===== src/hw/efp_pkg.sv =====
package efp_pkg;

    // ----------------------------------------------------------------
    // Command codes (byte bit i is command bit i, bit 0 sent first)
    // ----------------------------------------------------------------
    localparam logic [7:0] EFP_READ_CLEAR_CODE = 8'h0e;
    localparam logic [5:0] EFP_PAIR_POWER_OP = 6'h01;
    localparam int EFP_PWR_LSB = 6;
    localparam logic [1:0] EFP_PWR_RESET = 2'h0;

    // ----------------------------------------------------------------
    // Event flag latch layout
    // ----------------------------------------------------------------
    localparam int EFP_FLAG_W = 16;
    localparam int EFP_BIT_PROP01 = 0;
    localparam int EFP_BIT_PROP23 = 1;
    localparam int EFP_BIT_TIMER = 2;
    localparam int EFP_BIT_SAT01 = 3;
    localparam int EFP_BIT_SAT23 = 4;
    localparam int EFP_BIT_ZERO = 5;
    localparam int EFP_BIT_MEAS01 = 6;
    localparam int EFP_BIT_MEAS23 = 7;
    localparam int EFP_BIT_CFG0 = 8;
    localparam int EFP_BIT_LU_A01 = 12;
    localparam int EFP_BIT_LU_D01 = 13;
    localparam int EFP_BIT_LU_A23 = 14;
    localparam int EFP_BIT_LU_D23 = 15;
    localparam int EFP_ECHO_LSB = 16;
    localparam logic [15:0] EFP_FLAG_RESET = 16'h0000;
    // Bits that are stored at all (status bits 0, 1 and bit 5 are not)
    localparam logic [15:0] EFP_STORED = 16'hffdc;
    // Bits whose recording is suppressed by the mask
    localparam logic [15:0] EFP_REC_GATED = 16'hffc0;
    // Bits that may raise the interrupt line and a BREAK
    localparam logic [15:0] EFP_PROPAGATE = 16'hffdc;
    // Front-end bits that belong to pair 0/1 and to pair 2/3
    localparam logic [15:0] EFP_PAIR01 = 16'h3340;
    localparam logic [15:0] EFP_PAIR23 = 16'hcc80;

    // ----------------------------------------------------------------
    // Response carrier
    // ----------------------------------------------------------------
    typedef struct packed {
        logic valid;        // One-cycle strobe
        logic wide;         // 1: 24-bit word, 0: 8-bit echo only
        logic [23:0] word;  // Response bits, bit 0 first on the link
    } efp_resp_t;

endpackage


===== src/hw/efp_event_flags.sv =====
`timescale 1ns/1ps
// Notes on behaviour
// - Bits 12-15 latchups, bits 16-23 command echo
// - Latch each source until read and clear
// - Read and clear empties latch and interrupt
// - Timer and saturation always recorded, mask blocks propagation
// - Masked front-end faults neither recorded nor propagated
// - Measurement faults cleared at measurement start
// - Latchup stops only its own telescope
// - Propagation status bits never raise interrupt
// - Edge detection, one BREAK per cause
// - Pair power opcode, bits 6-7, echo byte
// - Read and clear code, no arguments
// - Bits 2-4 timer and saturation flags
// - Bit 5 always reads zero
module efp_event_flags
    import efp_pkg::*;
(
    // Clock and reset
    input wire logic clk_i,
    input wire logic arst_n_i,
    // Decoded command bytes from the serial receiver
    input wire logic cmd_valid_i,
    input wire logic [7:0] cmd_byte_i,
    // Internal event sources, same clock
    input wire logic timer_alarm_i,
    input wire logic [1:0] sat_i,
    input wire logic [1:0] prop_en_i,
    input wire logic [1:0] meas_active_i,
    input wire logic [1:0] meas_start_i,
    input wire logic [15:0] event_mask_i,
    // Front-end chip pins, asynchronous
    input wire logic [3:0] cfg_err_pin_i,
    input wire logic [1:0] latchup_ana_pin_i,
    input wire logic [1:0] latchup_dig_pin_i,
    // Response and link signalling
    output efp_resp_t resp_o,
    output logic break_req_o,
    output logic irq_o,
    // Telescope and power control
    output logic [1:0] meas_stop_o,
    output logic [1:0] pair_power_o
);

    // ----------------------------------------------------------------
    // Pin synchronisation
    // ----------------------------------------------------------------
    logic [7:0] fe_pins;
    logic [7:0] fe_rise;

    assign fe_pins = {latchup_dig_pin_i, latchup_ana_pin_i, cfg_err_pin_i};

    efp_pin_sync #(
        .W(8)
    ) u_fe_sync (
        .clk_i(clk_i),
        .arst_n_i(arst_n_i),
        .pin_i(fe_pins),
        .level_o(),
        .rise_o(fe_rise)
    );

    // ----------------------------------------------------------------
    // State
    // ----------------------------------------------------------------
    logic [15:0] flags_reg;       // Latched causes
    logic [15:0] flags_next;
    logic [2:0] evt_prev_reg;     // Timer and saturation history
    logic [2:0] evt_prev_next;
    logic irq_reg;
    logic irq_next;
    logic brk_reg;
    logic brk_next;
    logic [1:0] stop_reg;
    logic [1:0] stop_next;
    logic [1:0] pwr_reg;
    logic [1:0] pwr_next;
    efp_resp_t resp_reg;
    efp_resp_t resp_next;

    // Working terms
    logic [15:0] edge_vec;        // Rising edges per cause
    logic [15:0] gate_mask;       // Mask plus powered-down pairs
    logic [15:0] set_vec;
    logic [15:0] clr_vec;
    logic [15:0] fire_vec;        // Causes allowed to propagate
    logic [15:0] report;
    logic [2:0] evt_now;
    logic read_clear;
    logic pwr_cmd;
    logic fe01_edge;
    logic fe23_edge;
    logic [15:0] fe_live;         // Front-end edges that survive masking

    // True when any front-end cause of one pair is present
    function automatic logic pair_hit(input logic [15:0] v, input logic [15:0] pair);
        return |(v & pair);
    endfunction

    // ----------------------------------------------------------------
    // Next-state logic
    // ----------------------------------------------------------------
    always_comb begin
        evt_now = {sat_i, timer_alarm_i};
        evt_prev_next = evt_now;
        read_clear = cmd_valid_i && (cmd_byte_i == EFP_READ_CLEAR_CODE);
        pwr_cmd = cmd_valid_i && (cmd_byte_i[5:0] == EFP_PAIR_POWER_OP);

        // A powered-down pair has its fault inputs masked
        gate_mask = event_mask_i;
        if (!pwr_reg[0]) begin
            gate_mask = gate_mask | EFP_PAIR01;
        end
        if (!pwr_reg[1]) begin
            gate_mask = gate_mask | EFP_PAIR23;
        end

        // Edge-sensitive detection of every cause
        edge_vec = '0;
        edge_vec[EFP_BIT_TIMER] = evt_now[0] & ~evt_prev_reg[0];
        edge_vec[EFP_BIT_SAT01] = evt_now[1] & ~evt_prev_reg[1];
        edge_vec[EFP_BIT_SAT23] = evt_now[2] & ~evt_prev_reg[2];
        edge_vec[EFP_BIT_CFG0 +: 4] = fe_rise[3:0];
        edge_vec[EFP_BIT_LU_A01] = fe_rise[4];
        edge_vec[EFP_BIT_LU_D01] = fe_rise[6];
        edge_vec[EFP_BIT_LU_A23] = fe_rise[5];
        edge_vec[EFP_BIT_LU_D23] = fe_rise[7];

        // Summary bits see only faults that survive the mask, so a masked
        // latchup cannot slip into the latch through bit 6 or 7
        fe_live = edge_vec & ~gate_mask;
        fe01_edge = pair_hit(fe_live, EFP_PAIR01);
        fe23_edge = pair_hit(fe_live, EFP_PAIR23);
        edge_vec[EFP_BIT_MEAS01] = fe01_edge & meas_active_i[0];
        edge_vec[EFP_BIT_MEAS23] = fe23_edge & meas_active_i[1];

        // Front-end faults are dropped entirely when masked
        // Timer and saturation always land; their mask only stops propagation
        set_vec = edge_vec & EFP_STORED & ~(gate_mask & EFP_REC_GATED);
        fire_vec = set_vec & EFP_PROPAGATE & ~gate_mask;

        // Clears: whole latch on read, measurement bits on start
        clr_vec = '0;
        if (read_clear) begin
            clr_vec = 16'hffff;
        end
        if (meas_start_i[0]) begin
            clr_vec[EFP_BIT_MEAS01] = 1'b1;
        end
        if (meas_start_i[1]) begin
            clr_vec[EFP_BIT_MEAS23] = 1'b1;
        end
        // Set wins over clear so no event is lost
        flags_next = (flags_reg & ~clr_vec) | set_vec;

        // Interrupt line is sticky until read and clear
        // A cause landing in the clearing cycle raises it again at once
        if (read_clear) begin
            irq_next = |fire_vec;
        end else begin
            irq_next = irq_reg | (|fire_vec);
        end

        // One BREAK per cause: only a cause not yet latched fires
        // A read and clear re-arms every cause
        if (read_clear) begin
            brk_next = |fire_vec;
        end else begin
            brk_next = |(fire_vec & ~flags_reg);
        end

        // Latchup stops only the telescope owning that pair
        stop_next[0] = set_vec[EFP_BIT_LU_A01] | set_vec[EFP_BIT_LU_D01];
        stop_next[1] = set_vec[EFP_BIT_LU_A23] | set_vec[EFP_BIT_LU_D23];

        // Response assembly; reserved bit stays zero
        report = flags_reg & EFP_STORED;
        report[EFP_BIT_PROP01] = prop_en_i[0];
        report[EFP_BIT_PROP23] = prop_en_i[1];
        report[EFP_BIT_ZERO] = 1'b0;
        pwr_next = pwr_reg;
        resp_next = '0;
        if (read_clear) begin
            resp_next.valid = 1'b1;
            resp_next.wide = 1'b1;
            resp_next.word = {cmd_byte_i, report};
        end else if (pwr_cmd) begin
            pwr_next = cmd_byte_i[EFP_PWR_LSB +: 2];
            resp_next.valid = 1'b1;
            resp_next.word = {16'h0000, cmd_byte_i};
        end
    end

    // ----------------------------------------------------------------
    // Registers
    // ----------------------------------------------------------------
    always_ff @(posedge clk_i or negedge arst_n_i) begin
        if (!arst_n_i) begin
            flags_reg <= EFP_FLAG_RESET;
            evt_prev_reg <= 3'h0;
            irq_reg <= 1'b0;
            brk_reg <= 1'b0;
            stop_reg <= 2'h0;
            pwr_reg <= EFP_PWR_RESET;
            resp_reg <= '0;
        end else begin
            flags_reg <= flags_next;
            evt_prev_reg <= evt_prev_next;
            irq_reg <= irq_next;
            brk_reg <= brk_next;
            stop_reg <= stop_next;
            pwr_reg <= pwr_next;
            resp_reg <= resp_next;
        end
    end

    // Every output comes straight from a register
    assign resp_o = resp_reg;
    assign break_req_o = brk_reg;
    assign irq_o = irq_reg;
    assign meas_stop_o = stop_reg;
    assign pair_power_o = pwr_reg;

endmodule


===== src/hw/efp_pin_sync.sv =====
`timescale 1ns/1ps
// Three-stage synchroniser with agreement filter and rising-edge pulse
module efp_pin_sync #(
    parameter int W = 8
) (
    // Clock and reset
    input wire logic clk_i,
    input wire logic arst_n_i,
    // Asynchronous pins
    input wire logic [W-1:0] pin_i,
    // Filtered level and rise pulse
    output logic [W-1:0] level_o,
    output logic [W-1:0] rise_o
);

    // ----------------------------------------------------------------
    // Parameter check
    // ----------------------------------------------------------------
    if (W < 1) begin : g_bad_width
        $error("efp_pin_sync needs at least one pin");
    end

    // ----------------------------------------------------------------
    // State
    // ----------------------------------------------------------------
    logic [W-1:0] s1_reg;      // First stage, read only by s2
    logic [W-1:0] s2_reg;
    logic [W-1:0] s3_reg;
    logic [W-1:0] level_reg;   // Accepted level
    logic [W-1:0] rise_reg;
    logic [W-1:0] level_next;
    logic [W-1:0] rise_next;

    // Accept a change only once stages two and three agree
    always_comb begin
        level_next = level_reg;
        for (int i = 0; i < W; i++) begin
            if (s2_reg[i] == s3_reg[i]) begin
                level_next[i] = s3_reg[i];
            end
        end
        rise_next = level_next & ~level_reg;
    end

    // Register stage
    always_ff @(posedge clk_i or negedge arst_n_i) begin
        if (!arst_n_i) begin
            s1_reg <= '0;
            s2_reg <= '0;
            s3_reg <= '0;
            level_reg <= '0;
            rise_reg <= '0;
        end else begin
            s1_reg <= pin_i;
            s2_reg <= s1_reg;
            s3_reg <= s2_reg;
            level_reg <= level_next;
            rise_reg <= rise_next;
        end
    end

    assign level_o = level_reg;
    assign rise_o = rise_reg;

endmodule


===== config.mk =====
export PLATFORM = sky130hd
export DESIGN_NAME = efp_event_flags
export DESIGN_NICKNAME = d
export VERILOG_FILES = /design/src/hw/efp_pkg.sv /design/src/hw/efp_event_flags.sv /design/src/hw/efp_pin_sync.sv
export SDC_FILE = /design/constraint.sdc
export NUM_CORES = 1
export LEC_CHECK = 0
export ABC_AREA = 1
export ABC_CLOCK_PERIOD_IN_PS = 1700
export BUFFER_PORTS_ARGS = -buffer_cell sky130_fd_sc_hd__clkbuf_2
export CAP_MARGIN = 20
export CELL_PAD_IN_SITES_DETAIL_PLACEMENT = 1
export CELL_PAD_IN_SITES_GLOBAL_PLACEMENT = 1
export CORE_MARGIN = 5
export CORE_UTILIZATION = 43
export DETAILED_ROUTE_END_ITERATION = 16
export GPL_ROUTABILITY_DRIVEN = 0
export PLACE_DENSITY = 0.93
export SKIP_LAST_GASP = 1
export SYNTH_ARGS = -nofsm -noshare
export SYNTH_HDL_FRONTEND = slang
export SYNTH_HIERARCHICAL = 1
export SYNTH_SLANG_ARGS = --single-unit
export TNS_END_PERCENT = 50

===== constraint.sdc =====
create_clock -name clk_i -period 1.7 [get_ports clk_i]
set_input_delay 0.17 -clock clk_i [delete_from_list [all_inputs] [get_ports clk_i]]
set_output_delay 0.17 -clock clk_i [all_outputs]
set_load 0.05 [all_outputs]

==> results of run 1 <==
## synthesized netlist by cell type, types with 2 or more instances
cell,instances
inv_1,50
nor2_2,6
nor2_1,51
nand3_1,4
nand2_2,2
nand2_1,52
a21oi_1,8
o21ai_0,13
buf_2,2
o31ai_1,2
nand3b_1,4
nand4_1,5
dfrtp_1,88
## critical path, stage by stage (launching register included)
cell and delay, ns:
dfrtp_1 0.49, nand2_1 0.13, nor2_2 0.06, nor2_1 0.12, nand2_2 0.10, inv_1 0.09
nand3_2 0.09, nor2_2 0.17, nor2_1 0.07
## layer usage
metal  wire [um]  up-vias
met2        3856       66
met4         138        0
li1            -     1070
met5           0        -
met3         498       10
met1        2703     1115
## how the worst min path moves through the flow
stage,slack [ns],cells after the start,endpoint,start
after floorplan,-0.13,0,break_req_o,arst_n_i
after global placement,0.15,1,u_fe_sync/s2_reg[1],arst_n_i
after detailed placement,0.15,1,u_fe_sync/s2_reg[1],arst_n_i
after CTS,0.02,3,resp_o[0],prop_en_i[0]
after global routing,0.03,3,resp_o[0],prop_en_i[0]
final,0.04,3,resp_o[0],prop_en_i[0]
## power by group through the flow
stage          Clock (mW)  Combinational (mW)  Sequential [mW]
4_1_cts              1.39               0.327             2.25
5_1_grt              1.48               0.362             2.26
6_report             1.34               0.322             2.25
3_5_place_dp            0               0.298             2.29
2_1_floorplan           0              0.0931             2.33
3_3_place_gp            0               0.280             2.28
## through the flow
stage,hold WS (ns),cell area [um2],worst slack (ns),utilization
after global routing,0.02998,3918,0.1370,0.5703
final,0.03940,3918,0.2618,0.5703
after detailed placement,0.1522,3592,0.3208,0.5230
after floorplan,-0.1256,3092,0.2924,-
after global placement,0.1459,3592,0.4147,0.5230
after CTS,0.01833,3918,0.2591,0.5703
## cells by family after synthesis
group | synth area share
simple gates | 0.1735
flops | 0.7166
buf+inv | 0.06678
compound gates | 0.04194
other cells | 0.001220
## what timing repair did
item,4_1_cts,5_1_grt
setup buffers,0,0
hold buffers,15,0
endpoints found under the hold margin,47,0
## layout make-up
class / count / area, um2 / share of cell area
inverters: 50 / 187.7 / 0.04791
multi-input cells: 156 / 684.4 / 0.1747
well taps: 96 / 120.1 / 0.03066
clock inverters: 1 / 30.03 / 0.007665
clock buffers: 12 / 145.1 / 0.03705
repair buffers: 90 / 548.0 / 0.1399
flip-flops and latches: 88 / 2202 / 0.5621
==> metrics.txt, run 1 <==
status=completed; Post-synth EDFFs=0; Internal Pwr Total=3.002 mW; power spent charging and discharging nets=approximately 900 uW; met3 GRT Util=0.04382; vias=about 2300; Hold Fails Final Rpt=0; total design power=3.918 mW; mean instance size in the synthesized netlist=10.52 um2; pins over their slew limit=0; maximum count of clock buffers along a single path=2; cell accounting for the most synthesized area=dfrtp_1; Top FF cell, synth=dfrtp_1; fmax=0.6953 GHz; number of antenna violations at the first check in global routing=0; number of warnings printed during yosys synthesis=6; detailed router's first-iteration violation count=54; total congestion overflow=0; H-Tree Depth=3; flip-flop and latch count after synthesis=88; number of buffers added by the clock tree synthesis step=9; Post-route DRC=0; Crit path arrival time=1.67 ns; post-synthesis cell count=292; TritonCTS Sinks=88; switching fraction of total power=0.2339; Post-DP HPWL=roughly 5000 um; flip-flop count of the largest register after layout=26; clk slew on worst S/H paths=0.08 ns; CTS root buf=clkbuf_8; Synth area leaders=dfrtp_1 72%, nand2_1 6.4%, nor2_1 6.2%, inv_1 6.1%, o21ai_0 2.1%; unrepaired setup endpoints after global routing=false; die width=about 95 um; combinational power share=0.082; Core Footprint=0.006869 mm2; share of flip-flops with an asynchronous set or reset=1.000; grt met1 use=0.1913; endpoint of the worst setup timing path=irq_o; slack of the worst reg-to-reg path=0.26 ns; post-route clock skew=between 0.006 and 0.007 ns; final non-filler cell total=493; post-cts resize count=0; critical path startpoint=pair_power_o[0]; number of placement rows=30; Setup-failing EPs final=0; count of antenna-violating nets left after detailed routing=0; most utilized layer in the global route result=met2; cell area after synthesis=0.003073 mm2; via count normalized by instance count=4.586; VDD IR-drop max=588.0 uV; most common cell after layout, fill and taps aside=dfrtp_1; Nets=439; average detailed-routed wire length per instance=14.60 um; Clk Latency, worst-skew pair=0.35 ns; vias in the first global route=2505; Setup Total Neg Slack=0 ns; effective utilization at floorplan=0.4474; total wire length=7197 um; crit-path max FO=8; part of the power in the clock network=0.343; area share of the leading cell type in the synthesized netlist=0.7166; total placed cells including tap cells=465; type of element capturing the critical path=flip-flop; PD cells=between 1000 and 1500 mW/mm2; total iterations of the first detailed-routing run=4; critical path launch point type=flip-flop; crit path time final=between 1 and 1.5 ns; GR Layer Usage met2=0.3286; pin count of the biggest net entering global routing=39; static leakage=between 2 and 2.5 nW; Reg power frac=0.575; capture point of the worst reg-to-reg path=irq_o; global-route usage over all layers=0.1780; part of the cycle the worst path needs=0.8460; count of antenna diodes in the layout=0; class of the tightest hold or removal check=input pin to flip-flop; logic depth of the worst register-to-register path=8; wire length of the first global-routing pass=about 12000 um; area grow syn2layout=27.48%; data required time at the worst endpoint=1.94 ns; proportion of synthesized chip area in sequential cells=0.7166; most frequent cells in the layout=88 x dfrtp_1, 71 x clkbuf_2, 52 x nand2_1; filler cell count in the final layout=784; Die ar.=0.008937 mm2; number of distinct library cells after synthesis=18; Ports=76; fraction of layout instances using a drive strength above 1=0.2418; quantity of I/O buffers inserted on ports=72; reg-to-reg critical path startpoint=pair_power_o[0]; Die Height=94.54 um; class of the most critical setup path=flip-flop to flip-flop; TritonCTS clock tree=yes; reported max-cap violation count=0
No activity file was read; power rests on OpenSTA's default activity.
==> run 2: changes to the inputs <==
--- a/config.mk
+++ b/config.mk
@@ -5,17 +5,17 @@
 export SDC_FILE = /design/constraint.sdc
 export NUM_CORES = 1
 export LEC_CHECK = 0
-export ABC_AREA = 1
-export ABC_CLOCK_PERIOD_IN_PS = 1700
+export ABC_AREA = 0
+export ABC_CLOCK_PERIOD_IN_PS = 1500
 export BUFFER_PORTS_ARGS = -buffer_cell sky130_fd_sc_hd__clkbuf_2
 export CAP_MARGIN = 20
 export CELL_PAD_IN_SITES_DETAIL_PLACEMENT = 1
 export CELL_PAD_IN_SITES_GLOBAL_PLACEMENT = 1
 export CORE_MARGIN = 5
-export CORE_UTILIZATION = 43
+export CORE_UTILIZATION = 42
 export DETAILED_ROUTE_END_ITERATION = 16
 export GPL_ROUTABILITY_DRIVEN = 0
-export PLACE_DENSITY = 0.93
+export PLACE_DENSITY = 0.88
 export SKIP_LAST_GASP = 1
 export SYNTH_ARGS = -nofsm -noshare
 export SYNTH_HDL_FRONTEND = slang
==> constraint.sdc (replaced) <==
create_clock -name clk_i -period 1.5 [get_ports clk_i]
set_input_delay 0.15 -clock clk_i [delete_from_list [all_inputs] [get_ports clk_i]]
set_output_delay 0.15 -clock clk_i [all_outputs]
set_load 0.05 [all_outputs]
==> run 2 against run 1 <==
Highest routed layer unchanged. Maximum frequency is 4.3% lower. Largest power group unchanged. Sequential power grew 17%. Utilization fell by 2.7 points. Die area increased by 0.98%. Critical endpoint is now break_req_o. Design area down 1.1%. The run now ends with setup timing left.
==> metrics.txt, run 2 <==
Post-route DRC=0 (unchanged); setup ws final=-0.002519 ns (-0.2643 ns); reg-to-reg critical path startpoint=u_fe_sync/rise_o[4]; CTS root buf=clkbuf_8; crit-path max FO=4 (-4); total iterations of the first detailed-routing run=4 (unchanged); Post-DP HPWL=4463 um (-13%); Hold Fails Final Rpt=0 (unchanged); total congestion overflow=0 (unchanged); most frequent cells in the layout=87 x dfrtp_1, 71 x clkbuf_2, 20 x nand2_1; Core Footprint=0.007137 mm2 (+3.9%); static leakage=1.999 nW (-8.7%); share of flip-flops with an asynchronous set or reset=1.000 (unchanged); filler cell count in the final layout=761 (-2.9%); Nets=351 (-20%); vias in the first global route=2147 (-14%); fraction of layout instances using a drive strength above 1=0.3814 (+0.1396); dominant combinational cell family by area after synthesis=simple AND/OR/NAND/NOR gates; average detailed-routed wire length per instance=15.01 um (+2.8%); crit path time final=1.503 ns (+0.06435 ns); cell area after synthesis=0.003034 mm2 (-1.3%); WHS Path Cells=3 (unchanged); TritonCTS Sinks=88 (unchanged); VDD IR-drop max=480.6 uV (-18%); fmax=0.6655 GHz (-4.3%); status=finished, violations left; number of setup buffers added after CTS=0 (unchanged); proportion of synthesized chip area in sequential cells=0.7258 (+0.009161); Setup-failing EPs final=1 (+1); logic depth of the worst register-to-register path=5 (-3); clk slew on worst S/H paths=0.08 ns (about the same); Synth area leaders=dfrtp_1 73%, maj3_2 3.0%, and3b_2 2.6%, and2_1 2.5%, nand2_1 2.5%; Top FF cell, synth=dfrtp_1; number of placement rows=31 (+3.3%); flip-flop and latch count after synthesis=88 (unchanged); TritonCTS clock tree=yes; Ports=76 (unchanged); WHS Endpoint=resp_o[0]; area share of the leading cell type in the synthesized netlist=0.7258 (+0.009161); quantity of I/O buffers inserted on ports=72 (unchanged); Min-Delay Startpoint=prop_en_i[0]; post-synthesis cell count=206 (-29%); die width=95.00 um (+0.49%); violations in the final reports=setup timing; type of element capturing the critical path=flip-flop; flip-flop count of the largest register after layout=26 (unchanged); total design power=4.532 mW (+16%); Synth Area in Adders=0.02969 (+0.02969); multiplexer fraction of the synthesized cell area=0.007423 (+0.007423); Largest stage delay, worst path=0.37 ns (-0.12 ns); post-route clock skew=0.006475 ns (-0.00007130 ns); cell accounting for the most synthesized area=dfrtp_1; Setup Total Neg Slack=-0.002519 ns (-0.002519 ns); unrepaired setup endpoints after global routing=true; cell-by-cell listing of the critical path=nor2b_1 > a2111oi_1 > buf_4 > o41a_1 > a32oi_1; number of antenna violations at the first check in global routing=0 (unchanged); part of the cycle the worst path needs=1.002 (+0.1557); pins over their slew limit=0 (unchanged); maximum count of clock buffers along a single path=2 (unchanged); via count normalized by instance count=4.693 (+2.3%); wire length of the first global-routing pass=10260 um (-14%); area fraction in compound gates after synthesis=0.05031 (+0.008371); number of warnings printed during yosys synthesis=6 (unchanged); DP Worst Slack=0.03259 ns (-0.2882 ns); simple logic cell fraction of the synthesized area=0.1637 (-0.009741); detailed router's first-iteration violation count=52 (-3.7%); number of buffers added by the clock tree synthesis step=9 (unchanged); data required time at the worst endpoint=1.77 ns (-0.17 ns); number of distinct library cells after synthesis=42 (+24); reported max-cap violation count=0 (unchanged); PD cells=1169 mW/mm2 (+17%); WP buf/inv=1 (unchanged); Post-synth EDFFs=0 (unchanged); critical path launch point type=flip-flop; Die Height=95.00 um (+0.49%); effective utilization at floorplan=0.4251 (-0.02222); area grow syn2layout=27.75%; global-route usage over all layers=0.1540 (-0.02400); Clk Latency, worst-skew pair=0.36 ns (about the same); capture point of the worst reg-to-reg path=break_req_o; slowest cell on the critical path=o41a_1; Crit path arrival time=1.77 ns (+0.10 ns); area of combinational cells with multiple inputs=792.0 um2 (+16%); dominant delay contributor by cell family on the critical path=compound AO/OA/AOI/OAI gates; most used standard cell by instance count after synthesis=dfrtp_1; H-Tree Depth=3 (unchanged); vias=1929 (-15%); mean instance size in the synthesized netlist=14.73 um2 (+40%); Commonest cells post-synth=88 x dfrtp_1, 20 x nand2_1, 12 x and2_1, 11 x inv_1; class of the tightest hold or removal check=input pin to flip-flop; count of antenna-violating nets left after detailed routing=0 (unchanged); pin count of the biggest net entering global routing=89 (+130%); count of antenna diodes in the layout=0 (unchanged); Die ar.=0.009024 mm2 (+0.98%); slack of the worst reg-to-reg path=-0.003 ns (-0.26 ns); total wire length=6168 um (-14%); most common cell after layout, fill and taps aside=dfrtp_1; XOR/XNOR share of the synthesized area=0 (unchanged); Sequential cell area=0.002203 mm2 (about the same); class of the most critical setup path=flip-flop to flip-flop
run 2: changes by cell type in the layout (fill, tap and decap cells not counted), sizes merged, moves of 10 or more:
cell   before  now
and2        0   12
inv        50   11
and3b       0   10
nor2       57    2
nand2      54   20
run 2: worst register-to-register path, delay by kind of cell, from the launching register on:
family	cells	cell delay, ns
AO/OA/AOI/OAI	3	0.67
flip-flops	1	0.34
AND/OR/NAND/NOR	1	0.27
buffers and inverters	1	0.15
run 2: how the worst max path moves through the flow:
stage / startpoint / to / slack [ns] / depth (start not counted)
floorplan: pair_power_o[1] / break_req_o / 0.01 / 4
global placement: u_fe_sync/rise_o[6] / break_req_o / 0.07 / 5
detailed placement: u_fe_sync/rise_o[4] / break_req_o / 0.03 / 5
CTS: u_fe_sync/rise_o[4] / break_req_o / 0.007 / 5
global route: u_fe_sync/rise_o[4] / break_req_o / -0.06 / 5
finish: u_fe_sync/rise_o[4] / break_req_o / -0.003 / 5
run 2: final cells by class:
type	instances	area share
sequential	88	0.5684
timing repair buffer	88	0.1362
inverter	12	0.01194
clock inverter	5	0.008070
tap	99	0.03196
multi-input combinational	108	0.2043
clock buffer	11	0.03906
run 2: timing repair:
item | CTS | global route
setup endpoints to repair | 0 | 2
gates resized for setup | 0 | 2
endpoints found under the hold margin | 100 | 0
hold buffers | 13 | 0
run 2: metrics by stage:
stage	std cells	util	hold slack, ns	instance area, um2
5_1_grt	411	0.5431	0.003285	3876
3_5_place_dp	382	0.4982	0.2235	3556
6_report	411	0.5431	0.01136	3876
2_1_floorplan	211	-	-0.1456	3054
3_3_place_gp	382	0.4982	0.2229	3556
4_1_cts	411	0.5421	0.002711	3869
run 2: kinds of logic after synthesis:
kind of cell / after synthesis
buf+inv: 15
compound gates: 20
simple gates: 72
fa+ha+maj: 8
mux: 2
flops: 88
other cells: 1
run 2: report_power, final:
| group | switching, mW | internal (mW) | total [mW] |
|---|---|---|---|
| Sequential | 0.106 | 2.52 | 2.63 |
| Combinational | 0.229 | 0.182 | 0.411 |
| Clock | 0.806 | 0.686 | 1.49 |
| Total | 1.14 | 3.39 | 4.53 |
run 2: layer usage:
metal	up-vias	share of wire	global-route usage	wire length, um
met5	-	0	0	0
met4	0	0.026	0.09014	159
li1	899	-	-	-
met3	12	0.068	0.03586	418
met2	62	0.49	0.2525	3033
met1	956	0.41	0.1851	2558
